`config.mk`:
```
export PLATFORM = sky130hd
export DESIGN_NAME = arm_regs
export DESIGN_NICKNAME = d
export VERILOG_FILES = /design/src/logic/arm_pkg.sv /design/src/logic/arm_regs.sv /design/src/logic/arm_pair_buf.sv
export SDC_FILE = /design/constraint.sdc
export NUM_CORES = 2
export LEC_CHECK = 0
export CORE_MARGIN = 10
export CORE_UTILIZATION = 27
export CTS_BUF_LIST = sky130_fd_sc_hd__clkbuf_8 sky130_fd_sc_hd__clkbuf_16
export CTS_CLUSTER_DIAMETER = 80
export CTS_CLUSTER_SIZE = 20
export DETAILED_ROUTE_END_ITERATION = 6
export DONT_BUFFER_PORTS = 1
export PLACE_DENSITY_LB_ADDON = 0.25
export RECOVER_POWER = 100
export SLEW_MARGIN = 30
export SYNTH_ARGS = -nofsm -noshare
export SYNTH_HDL_FRONTEND = slang
export SYNTH_SLANG_ARGS = --single-unit
```
`constraint.sdc`:
```
create_clock -name clk -period 4.4 [get_ports clk]
set_input_delay 0.22 -clock clk [delete_from_list [all_inputs] [get_ports clk]]
set_output_delay 0.22 -clock clk [all_outputs]
set_load 0.02 [all_outputs]
```
`src/logic/arm_pkg.sv`:
```
// package: register map, field layout, reset values and types of the rate/motion/fifo bank
package arm_pkg;

  // ----------------------------------------------------------------
  // register offsets
  // ----------------------------------------------------------------
  localparam logic [7:0] ADDR_RATE     = 8'h08; // output_rate_select
  localparam logic [7:0] ADDR_MOTION   = 8'h09; // motion_feature_control
  localparam logic [7:0] ADDR_QFLAGS   = 8'h0a; // fifo_condition_flags
  localparam logic [7:0] ADDR_QRDIDX   = 8'h0b; // fifo_read_pointer
  localparam logic [7:0] ADDR_QWRIDX   = 8'h0c; // fifo_write_pointer
  localparam logic [7:0] ADDR_SMP_XL   = 8'h0d; // first byte of a sample
  localparam logic [7:0] ADDR_SMP_XH   = 8'h0e; // x high byte
  localparam logic [7:0] ADDR_SMP_YL   = 8'h0f; // y low byte
  localparam logic [7:0] ADDR_SMP_YH   = 8'h10; // y high byte
  localparam logic [7:0] ADDR_SMP_ZL   = 8'h11; // z low byte
  localparam logic [7:0] ADDR_SMP_ZH   = 8'h12; // last byte of a sample

  // ----------------------------------------------------------------
  // reset values
  // ----------------------------------------------------------------
  localparam logic [7:0] RST_RATE      = 8'h00;
  localparam logic [7:0] RST_MOTION    = 8'h00;
  localparam logic [7:0] RST_QFLAGS    = 8'h01; // empty at reset
  localparam logic [5:0] RST_INDEX     = 6'h00;

  // ----------------------------------------------------------------
  // field positions
  // ----------------------------------------------------------------
  localparam int unsigned RATE_LSB     = 0;  // rate code bits 2:0
  localparam int unsigned RATE_W       = 3;
  localparam int unsigned QF_EMPTY     = 0;
  localparam int unsigned QF_FULL      = 1;
  localparam int unsigned QF_LEVEL     = 2;
  localparam int unsigned IDX_W        = 6;  // 5 address bits plus wrap bit
  localparam int unsigned IDX_WRAP     = 5;

  // ----------------------------------------------------------------
  // fifo geometry and level flag
  // ----------------------------------------------------------------
  localparam int unsigned QDEPTH       = 32;
  localparam logic [5:0]  QLEVEL_THR   = 6'h10; // 16 of 32 entries

  // ----------------------------------------------------------------
  // rate code to output data rate in hz, codes 7 downto 0
  // ----------------------------------------------------------------
  localparam logic [7:0][10:0] RATE_HZ_TBL = {
    11'h7d0, 11'h3e8, 11'h1f4, 11'h0fa, 11'h0c8, 11'h07d, 11'h064, 11'h032
  };

  // motion control byte, bit 7 first
  typedef struct packed {
    logic motion_block_reset;      // bit 7
    logic unfiltered_flags_select; // bit 6
    logic vertical_axis_polarity;  // bit 5
    logic tilt35_enable;           // bit 4
    logic shake_enable;            // bit 3
    logic any_motion_enable;       // bit 2
    logic motion_latch_enable;     // bit 1
    logic tilt_flip_enable;        // bit 0
  } arm_motion_cfg_t;

  // one three-axis sample from the front end
  typedef struct packed {
    logic        z_ok; // z conversion completed
    logic [15:0] x;
    logic [15:0] y;
    logic [15:0] z;
  } arm_sample_t;

  // expected next byte of a sample read burst
  typedef enum logic [2:0] {
    RD_IDLE, RD_XH, RD_YL, RD_YH, RD_ZL, RD_ZH
  } arm_rd_seq_t;

endpackage : arm_pkg

```
`src/logic/arm_regs.sv`:
```
// rate, motion control and sample fifo register bank with fifo storage
`timescale 1ns/1ps
`default_nettype none
module arm_regs (
  input  wire logic                   clk,
  input  wire logic                   srst,
  // register port
  input  wire logic                   reg_wr_en,
  input  wire logic                   reg_rd_en,
  input  wire logic [7:0]             reg_addr,
  input  wire logic [7:0]             reg_wdata,
  output logic      [7:0]             reg_rdata,
  output logic                        reg_rd_valid,
  // operating state and fifo enable
  input  wire logic                   wake_state,
  input  wire logic                   fifo_enable,
  // sample stream from the front end
  input  wire logic                   smp_valid,
  output logic                        smp_ready,
  input  wire arm_pkg::arm_sample_t   smp_data,
  // motion detector outputs, bit order tilt, flip, anym, shake, tilt35
  input  wire logic [4:0]             det_raw,
  input  wire logic [4:0]             det_filt,
  // configuration outputs
  output logic [2:0]                  output_sample_rate,
  output logic [10:0]                 rate_hz,
  output arm_pkg::arm_motion_cfg_t    motion_cfg,
  output logic [4:0]                  motion_flags,
  // fifo condition
  output logic                        queue_empty,
  output logic                        queue_full,
  output logic                        queue_level_flag
);

  // ----------------------------------------------------------------
  // declarations
  // ----------------------------------------------------------------
  logic [7:0]                rate_ff;       // rate register byte
  arm_pkg::arm_motion_cfg_t  motion_ff;     // motion control byte
  logic [5:0]                queue_read_index;
  logic [5:0]                queue_write_index;
  logic [5:0]                rd_idx_ff;     // read index with wrap
  logic [5:0]                wr_idx_ff;     // write index with wrap
  logic [5:0]                fill_level;    // entries held
  logic [47:0]               mem_ff [arm_pkg::QDEPTH]; // sample storage
  logic [47:0]               last_ff;       // latest sample, fifo off
  logic [47:0]               head_word;     // word shown to reads
  arm_pkg::arm_rd_seq_t      seq_ff;        // read burst tracker
  arm_pkg::arm_rd_seq_t      nxt_seq;
  logic                      pop_evt;       // completed sample read
  logic                      buf_valid;
  logic                      buf_ready;
  arm_pkg::arm_sample_t      buf_data;
  logic                      store_evt;     // sample written
  logic [15:0]               z_adj;         // z after polarity
  logic [4:0]                feat_en;       // per-flag enables
  logic [4:0]                flag_src;      // raw or filtered
  logic [7:0]                qflags;        // live flag byte
  logic [7:0]                nxt_rdata;
  logic                      rd_hit;

  // ----------------------------------------------------------------
  // sample path buffer
  // ----------------------------------------------------------------
  arm_pair_buf #(
    .WIDTH     ($bits(arm_pkg::arm_sample_t))
  ) u_buf (
    .clk       (clk),
    .srst      (srst),
    .in_valid  (smp_valid),
    .in_ready  (smp_ready),
    .in_data   (smp_data),
    .out_valid (buf_valid),
    .out_ready (buf_ready),
    .out_data  (buf_data)
  );

  // drain only in wake, stall while the enabled fifo is full
  assign buf_ready = wake_state && !(fifo_enable && queue_full);
  // only samples with a completed z conversion are stored
  assign store_evt = buf_valid && buf_ready && buf_data.z_ok;
  // z sign follows the polarity bit
  assign z_adj = motion_ff.vertical_axis_polarity ? 16'(-buf_data.z) : buf_data.z;

  // ----------------------------------------------------------------
  // configuration registers
  // ----------------------------------------------------------------
  // rate register keeps the whole byte as written
  always_ff @(posedge clk) begin
    if (srst) begin
      rate_ff <= arm_pkg::RST_RATE;
    end else if (reg_wr_en && reg_addr == arm_pkg::ADDR_RATE) begin
      rate_ff <= reg_wdata;
    end
  end

  // motion control, reset bit stays until host rewrites it
  always_ff @(posedge clk) begin
    if (srst) begin
      motion_ff <= arm_pkg::RST_MOTION;
    end else if (reg_wr_en && reg_addr == arm_pkg::ADDR_MOTION) begin
      motion_ff <= reg_wdata;
    end
  end

  // rate decode drives oscillator and sampling rate
  assign output_sample_rate = rate_ff[arm_pkg::RATE_LSB +: arm_pkg::RATE_W];
  assign rate_hz            = arm_pkg::RATE_HZ_TBL[output_sample_rate];
  // control byte goes straight to the motion block
  assign motion_cfg         = motion_ff;

  // ----------------------------------------------------------------
  // motion flag conditioning
  // ----------------------------------------------------------------
  // shake and tilt35 only live while any-motion is on
  assign feat_en = {motion_ff.tilt35_enable & motion_ff.any_motion_enable,
                    motion_ff.shake_enable & motion_ff.any_motion_enable,
                    motion_ff.any_motion_enable,
                    motion_ff.tilt_flip_enable,
                    motion_ff.tilt_flip_enable};
  // raw detector outputs or debounced ones
  assign flag_src = motion_ff.unfiltered_flags_select ? det_raw : det_filt;

  // flags held in reset, latched or followed
  always_ff @(posedge clk) begin
    if (srst) begin
      motion_flags <= 5'h00;
    end else if (motion_ff.motion_block_reset) begin
      motion_flags <= 5'h00;
    end else if (motion_ff.motion_latch_enable) begin
      // latched flags hold until reset, clear or disable
      motion_flags <= (motion_flags | flag_src) & feat_en;
    end else begin
      motion_flags <= flag_src & feat_en;
    end
  end

  // ----------------------------------------------------------------
  // fifo indices and conditions
  // ----------------------------------------------------------------
  // write index steps once per sample stored while the fifo is enabled
  always_ff @(posedge clk) begin
    if (srst) begin
      wr_idx_ff <= arm_pkg::RST_INDEX;
    end else if (store_evt && fifo_enable) begin
      wr_idx_ff <= wr_idx_ff + 6'd1;
    end
  end

  // read index steps once per completed sample read, wrap toggles bit 5
  always_ff @(posedge clk) begin
    if (srst) begin
      rd_idx_ff <= arm_pkg::RST_INDEX;
    end else if (pop_evt) begin
      rd_idx_ff <= rd_idx_ff + 6'd1;
    end
  end

  // indices as read back, wrap bit included
  assign queue_read_index  = rd_idx_ff;
  assign queue_write_index = wr_idx_ff;
  // index distance, 0 to 32 entries
  assign fill_level        = wr_idx_ff - rd_idx_ff;
  // equal indices mean empty, wrap-only difference means full
  assign queue_empty = (wr_idx_ff == rd_idx_ff);
  assign queue_full  = (wr_idx_ff[4:0] == rd_idx_ff[4:0]) &&
                       (wr_idx_ff[arm_pkg::IDX_WRAP] != rd_idx_ff[arm_pkg::IDX_WRAP]);
  assign queue_level_flag = (fill_level >= arm_pkg::QLEVEL_THR);

  // live flag byte, no enable masks it
  always_comb begin
    qflags                   = 8'h00;
    qflags[arm_pkg::QF_EMPTY] = queue_empty;
    qflags[arm_pkg::QF_FULL]  = queue_full;
    qflags[arm_pkg::QF_LEVEL] = queue_level_flag;
  end

  // ----------------------------------------------------------------
  // sample storage
  // ----------------------------------------------------------------
  // fifo array written at the write address
  always_ff @(posedge clk) begin
    if (store_evt && fifo_enable) begin
      mem_ff[wr_idx_ff[4:0]] <= {buf_data.x, buf_data.y, z_adj};
    end
  end

  // latest sample for reads while the fifo is off
  always_ff @(posedge clk) begin
    if (srst) begin
      last_ff <= 48'h0000_0000_0000;
    end else if (store_evt) begin
      last_ff <= {buf_data.x, buf_data.y, z_adj};
    end
  end

  // fifo head when enabled, else the latest sample
  assign head_word = fifo_enable ? mem_ff[rd_idx_ff[4:0]] : last_ff;

  // ----------------------------------------------------------------
  // read burst tracking
  // ----------------------------------------------------------------
  // burst must start at the first byte and run in order
  always_comb begin
    nxt_seq = seq_ff;
    pop_evt = 1'b0;
    if (reg_rd_en) begin
      nxt_seq = arm_pkg::RD_IDLE;
      case (seq_ff)
        // each state waits for the next byte of the sample
        arm_pkg::RD_XH: if (reg_addr == arm_pkg::ADDR_SMP_XH) nxt_seq = arm_pkg::RD_YL;
        arm_pkg::RD_YL: if (reg_addr == arm_pkg::ADDR_SMP_YL) nxt_seq = arm_pkg::RD_YH;
        arm_pkg::RD_YH: if (reg_addr == arm_pkg::ADDR_SMP_YH) nxt_seq = arm_pkg::RD_ZL;
        arm_pkg::RD_ZL: if (reg_addr == arm_pkg::ADDR_SMP_ZL) nxt_seq = arm_pkg::RD_ZH;
        arm_pkg::RD_ZH: begin
          // last byte completes the sample
          pop_evt = (reg_addr == arm_pkg::ADDR_SMP_ZH) && fifo_enable && !queue_empty;
        end
        default: nxt_seq = arm_pkg::RD_IDLE;
      endcase
      // a first-byte read always starts a new sample
      if (reg_addr == arm_pkg::ADDR_SMP_XL) begin
        nxt_seq = arm_pkg::RD_XH;
      end
    end
  end

  // tracker state
  always_ff @(posedge clk) begin
    if (srst) begin
      seq_ff <= arm_pkg::RD_IDLE;
    end else begin
      seq_ff <= nxt_seq;
    end
  end

  // ----------------------------------------------------------------
  // read data
  // ----------------------------------------------------------------
  // read mux, write-only and unmapped bytes read zero
  always_comb begin
    nxt_rdata = 8'h00;
    rd_hit    = 1'b1;
    case (reg_addr)
      arm_pkg::ADDR_RATE:   nxt_rdata = rate_ff;
      arm_pkg::ADDR_QFLAGS: nxt_rdata = qflags;
      arm_pkg::ADDR_QRDIDX: nxt_rdata = {2'b00, queue_read_index};
      arm_pkg::ADDR_QWRIDX: nxt_rdata = {2'b00, queue_write_index};
      // x lanes, low byte first
      arm_pkg::ADDR_SMP_XL: nxt_rdata = head_word[39:32];
      arm_pkg::ADDR_SMP_XH: nxt_rdata = head_word[47:40];
      // y lanes
      arm_pkg::ADDR_SMP_YL: nxt_rdata = head_word[23:16];
      arm_pkg::ADDR_SMP_YH: nxt_rdata = head_word[31:24];
      // z lanes
      arm_pkg::ADDR_SMP_ZL: nxt_rdata = head_word[7:0];
      arm_pkg::ADDR_SMP_ZH: nxt_rdata = head_word[15:8];
      default:              rd_hit    = 1'b0;
    endcase
    // write-only control byte and holes read zero
    if (!rd_hit) begin
      nxt_rdata = 8'h00;
    end
  end

  // read answer one cycle after the strobe
  always_ff @(posedge clk) begin
    if (srst) begin
      reg_rdata    <= 8'h00;
      reg_rd_valid <= 1'b0;
    end else begin
      reg_rd_valid <= reg_rd_en;
      // data holds until the next read
      if (reg_rd_en) begin
        reg_rdata <= nxt_rdata;
      end
    end
  end

endmodule // arm_regs
`default_nettype wire

```
`src/logic/arm_pair_buf.sv`:
```
// two-entry valid/ready buffer in front of the sample fifo
`timescale 1ns/1ps
`default_nettype none
module arm_pair_buf #(
  parameter int unsigned WIDTH = 49
) (
  input  wire logic             clk,
  input  wire logic             srst,
  input  wire logic             in_valid,
  output logic                  in_ready,
  input  wire logic [WIDTH-1:0] in_data,
  output logic                  out_valid,
  input  wire logic             out_ready,
  output logic      [WIDTH-1:0] out_data
);

  logic [WIDTH-1:0] slot_ff [2]; // storage
  logic [1:0]       cnt_ff;      // entries held
  logic             wr_idx_ff;   // next slot to fill
  logic             rd_idx_ff;   // oldest slot
  logic             push;
  logic             pop;

  // ----------------------------------------------------------------
  // handshakes
  // ----------------------------------------------------------------
  assign in_ready  = (cnt_ff != 2'd2);
  assign out_valid = (cnt_ff != 2'd0);
  assign out_data  = slot_ff[rd_idx_ff];
  assign push      = in_valid && in_ready;
  assign pop       = out_valid && out_ready;

  // slot storage, no reset needed
  always_ff @(posedge clk) begin
    if (push) begin
      slot_ff[wr_idx_ff] <= in_data;
    end
  end

  // indices and fill count
  always_ff @(posedge clk) begin
    if (srst) begin
      cnt_ff    <= 2'd0;
      wr_idx_ff <= 1'b0;
      rd_idx_ff <= 1'b0;
    end else begin
      if (push) begin
        wr_idx_ff <= ~wr_idx_ff;
      end
      if (pop) begin
        rd_idx_ff <= ~rd_idx_ff;
      end
      cnt_ff <= cnt_ff + {1'b0, push} - {1'b0, pop};
    end
  end

endmodule // arm_pair_buf
`default_nettype wire

```
==> results.py <==
metrics = {
    "status": {
        "outcome": "finished with violations",
        "violations": "capacitance limit, slew limit",
    },
    "critical_path": {
        "slowest_stage": "clkbuf_1",
        "critPathMaxStageDelay_ns": 1.09,
        "worst_setup_path_end_kind": "flip-flop",
        "path_class": "reg2reg",
        "cp_max_fo": 35,
        "worstPathRequired_ns": 4.88,
        "rr_endpoint": "mem_ff[31][19]",
        "crit_chain": "clkbuf_1 -> mux2_1 -> nand2_1 -> nor2_1 -> buf_4 -> nand2_1 -> clkbuf_1 -> nor2_4 -> buf_12",
        "start_kind": "flip-flop",
        "cp_data_arrival_time_ns": 4.65,
        "reg2regPathDepth": 9,
        "r2r_slack_ns": 0.23,
    },
    "clock_tree": {
        "clk_latency_ns": 0.80,
        "h-tree-depth": 3,
        "numCtsBuffers": 112,
        "clock-root-buffer": "clkbuf_16",
        "cts_max_path_buffers": 3,
        "clkTransAtPathRegs_ns": 0.08,
        "cts_tree": "done",
        "cts_resized": 0,
        "clock-sinks": 1748,
    },
    "finish": {
        "final_cells": 7038,
        "layout.nets": 3690,
        "drive_gt1_share_pct": 21.37,
        "multi_input_area_um2": 15660,
        "seqCellArea_um2": 51360,
        "area_growth_pct": 14.47,
        "n_fill_cell": 24251,
    },
    "global_routing": {
        "antenna_found_initial": 10,
        "grt_max_degree": 102,
        "grt_pass1_wl_mm": 302.2,
        "overflow": 0,
        "grt_usage_pct": 15.65,
        "grt_pass1_vias": 35825,
    },
    "die": {
        "dieArea_um2": 271900,
        "num_io_pins": 122,
        "die_height_um": 521.4,
        "coreArea_um2": 250700,
        "die_width_um": 521.4,
        "initial_utilization_pct": 27.08,
        "num_rows": 184,
    },
    "detailed_routing": {
        "detail_route.wirelength_mm": 218.7,
        "met1Wirelength_mm": 92.18,
        "postRouteAntennaNets": 0,
        "wl_met3_mm": 12.58,
        "drtPass1Iterations": 6,
        "top_layer": "met5",
        "drcViolationCount": 0,
        "dr.first_iter.drc_count": 3994,
        "wire_per_inst_um": 31.07,
        "num_vias": 35382,
        "via_per_inst": 5.027,
        "wl_met2_mm": 105.4,
    },
    "pwr": {
        "p_per_area_nw_per_um2": 443.1,
        "power_uw": 34440,
        "p_leak_uw": 0.02298,
        "vdd_drop_max_v": 0.0003740,
    },
    "worst_hold_path": {
        "min_path_cells": 5,
        "hold_path_class": "in2reg",
        "hold_end": "seq_ff[2]",
        "worstHoldStart": "reg_addr[1]",
    },
    "place": {
        "dp_hpwl_mm": 129.4,
        "gp_congestion": 0.8705,
        "placed_cells": 6740,
        "pre_cts_ws_ns": 0.7322,
        "port_buffers": 0,
    },
    "timing": {
        "tightest_slew_ns": 2.880,
        "rsz0062_at_grt": "false",
        "fin_crit_ns": 4.170,
        "finalCritPeriodShare_pct": 94.76,
        "finalClockSkew_ns": 0.04132,
        "fmax_mhz": 239.8,
        "hold_violations": 0,
        "relSlewSlack_pct": -91.99,
        "finalWorstSetupSlack_ns": 0.2304,
        "setup-violations-final": 0,
        "drv_slew": 445,
        "hold_slack_ns": 0.04891,
    },
    "logic_synthesis": {
        "yosysSeqAreaShare_pct": 75.64,
        "synthArstFlopShare_pct": 0,
        "yosys_most_used_dff": "edfxtp_1",
        "synth-seq-cells": 1748,
        "synth.area.top_cells": "edfxtp_1, mux4_2, dfxtp_1",
        "synth_edf_count": 1634,
        "synth.avg_cell_area_um2": 19.98,
        "ys_warn_count": 0,
        "yosysUniqueCellTypes": 79,
        "synth_area_um2": 67890,
        "yosys.area.top_type": "edfxtp_1",
        "synth_most_common_cell": "edfxtp_1",
        "synthCells": 3398,
        "synth_commonest_cells": "edfxtp_1, mux4_2, nand2_1",
        "yosysTopAreaCellShare_pct": 72.27,
        "syn_nets": 3497,
    },
    "run": {
        "maxCapViolCount": 12,
    },
}
==> report_power, final <==
group          internal, uW  leakage, uW  total [uW]  switching, uW
sequential            20000       0.0156       20100            155
combinational           441      0.00540        2820           2380
clock                  5530      0.00194       11500           5960
==> cell families (layout without fill, tap and decap cells) <==
| group | after synthesis | count (layout) | synth area share [%] |
|---|---|---|---|
| AO/OA/AOI/OAI | 332 | 332 | 3.323 |
| flip-flops | 1748 | 1748 | 75.64 |
| multiplexers | 545 | 545 | 15.18 |
| buffers and inverters | 214 | 499 | 1.640 |
| AND/OR/NAND/NOR | 512 | 512 | 3.524 |
| adder cells (fa/ha/maj) | 17 | 17 | 0.3133 |
| other | 0 | 7 | 0 |
| XOR/XNOR | 30 | 30 | 0.3870 |
==> critical path: cells and delay by family, from the launching register on <==
| family | cells | cell delay, ns |
|---|---|---|
| multiplexers | 1 | 0.46 |
| AND/OR/NAND/NOR | 4 | 0.35 |
| buffers and inverters | 4 | 2.42 |
| flip-flops | 1 | 0.58 |
==> stage by stage <==
stage | util, % | setup TNS, ns | area [um2]
floorplan | - | -173.36 | 67900
global placement | 29.30 | 0 | 73460
detailed placement | 29.30 | 0 | 73460
CTS | 31.15 | 0 | 78100
global route | 30.99 | 0 | 77700
finish | 31.00 | 0 | 77710
==> what timing repair did <==
item / 4_1_cts / 5_1_grt
hold endpoints to repair: 222 / 0
hold buffers: 85 / 0
buffers inserted: 0 / 0
==> flip-flops by register name (all words and copies together) (netlist names), named ones only <==
signal / count
reg_rdata: 8
motion_flags: 5
queue_write_index: 6
u_buf.slot_ff: 98
last_ff: 48
u_buf.wr_idx_ff: 1
u_buf.rd_idx_ff: 1
motion_cfg: 8
rate_hz: 11
reg_rd_valid: 1
seq_ff: 3
rate_ff: 8
u_buf.cnt_ff: 2
mem_ff: 1536
queue_read_index: 6
==> layout make-up <==
class                   instances  area share (%)
clock buffers                 122           3.842
multi-input cells            1436           20.15
well taps                    3348           5.391
repair buffers                270           3.370
inverters                      23          0.1127
flip-flops and latches       1748           66.10
diodes                          7         0.02254
clock inverters                84           1.011
==> per-layer routing <==
layer / GRT usage (%) / up-vias
li1: - / 14347
met1: 21.12 / 19455
met2: 25.91 / 1251
met3: 2.353 / 325
met4: 5.083 / 4
met5: 0 / -
==> how the worst max path moves through the flow <==
stage | startpoint | endpoint | slack [ns] | depth (start not counted)
after floorplan | queue_write_index[0] | mem_ff[31][0] | -0.18 | 9
after global placement | flip-flop | reg_rdata[7] | 0.65 | 8
after detailed placement | flip-flop | reg_rdata[7] | 0.73 | 8
after CTS | flip-flop | reg_rdata[7] | 0.72 | 8
after global routing | flip-flop | reg_rdata[0] | 0.20 | 9
final | flip-flop | mem_ff[31][19] | 0.23 | 9
==> cell usage in the layout, fill, tap and decap left out, drive strengths merged, types with 7 or more instances in the layout <==
| cell | count |
|---|---|
| mux4 | 383 |
| nor2b | 16 |
| nor4 | 13 |
| a22o | 12 |
| xnor2 | 13 |
| buf | 134 |
| nand3 | 23 |
| a221oi | 10 |
| o22ai | 50 |
| nand4 | 12 |
| mux2i | 117 |
| mux2 | 45 |
| edfxtp | 1634 |
| diode | 7 |
| nand2 | 175 |
| dfxtp | 114 |
| dlygate4sd3 | 83 |
| and3 | 14 |
| nor2 | 143 |
| bufinv | 9 |
| nand2b | 14 |
| a22oi | 15 |
| o221ai | 36 |
| o2111ai | 9 |
| a31oi | 13 |
| o21ai | 36 |
| a21oi | 90 |
| xor2 | 17 |
| clkinv | 25 |
| clkinvlp | 7 |
| or3 | 8 |
| inv | 66 |
| a211oi | 8 |
| nor3 | 52 |
| ha | 17 |
| clkbuf | 175 |
Note: power is estimated with default switching activity, not from simulation.
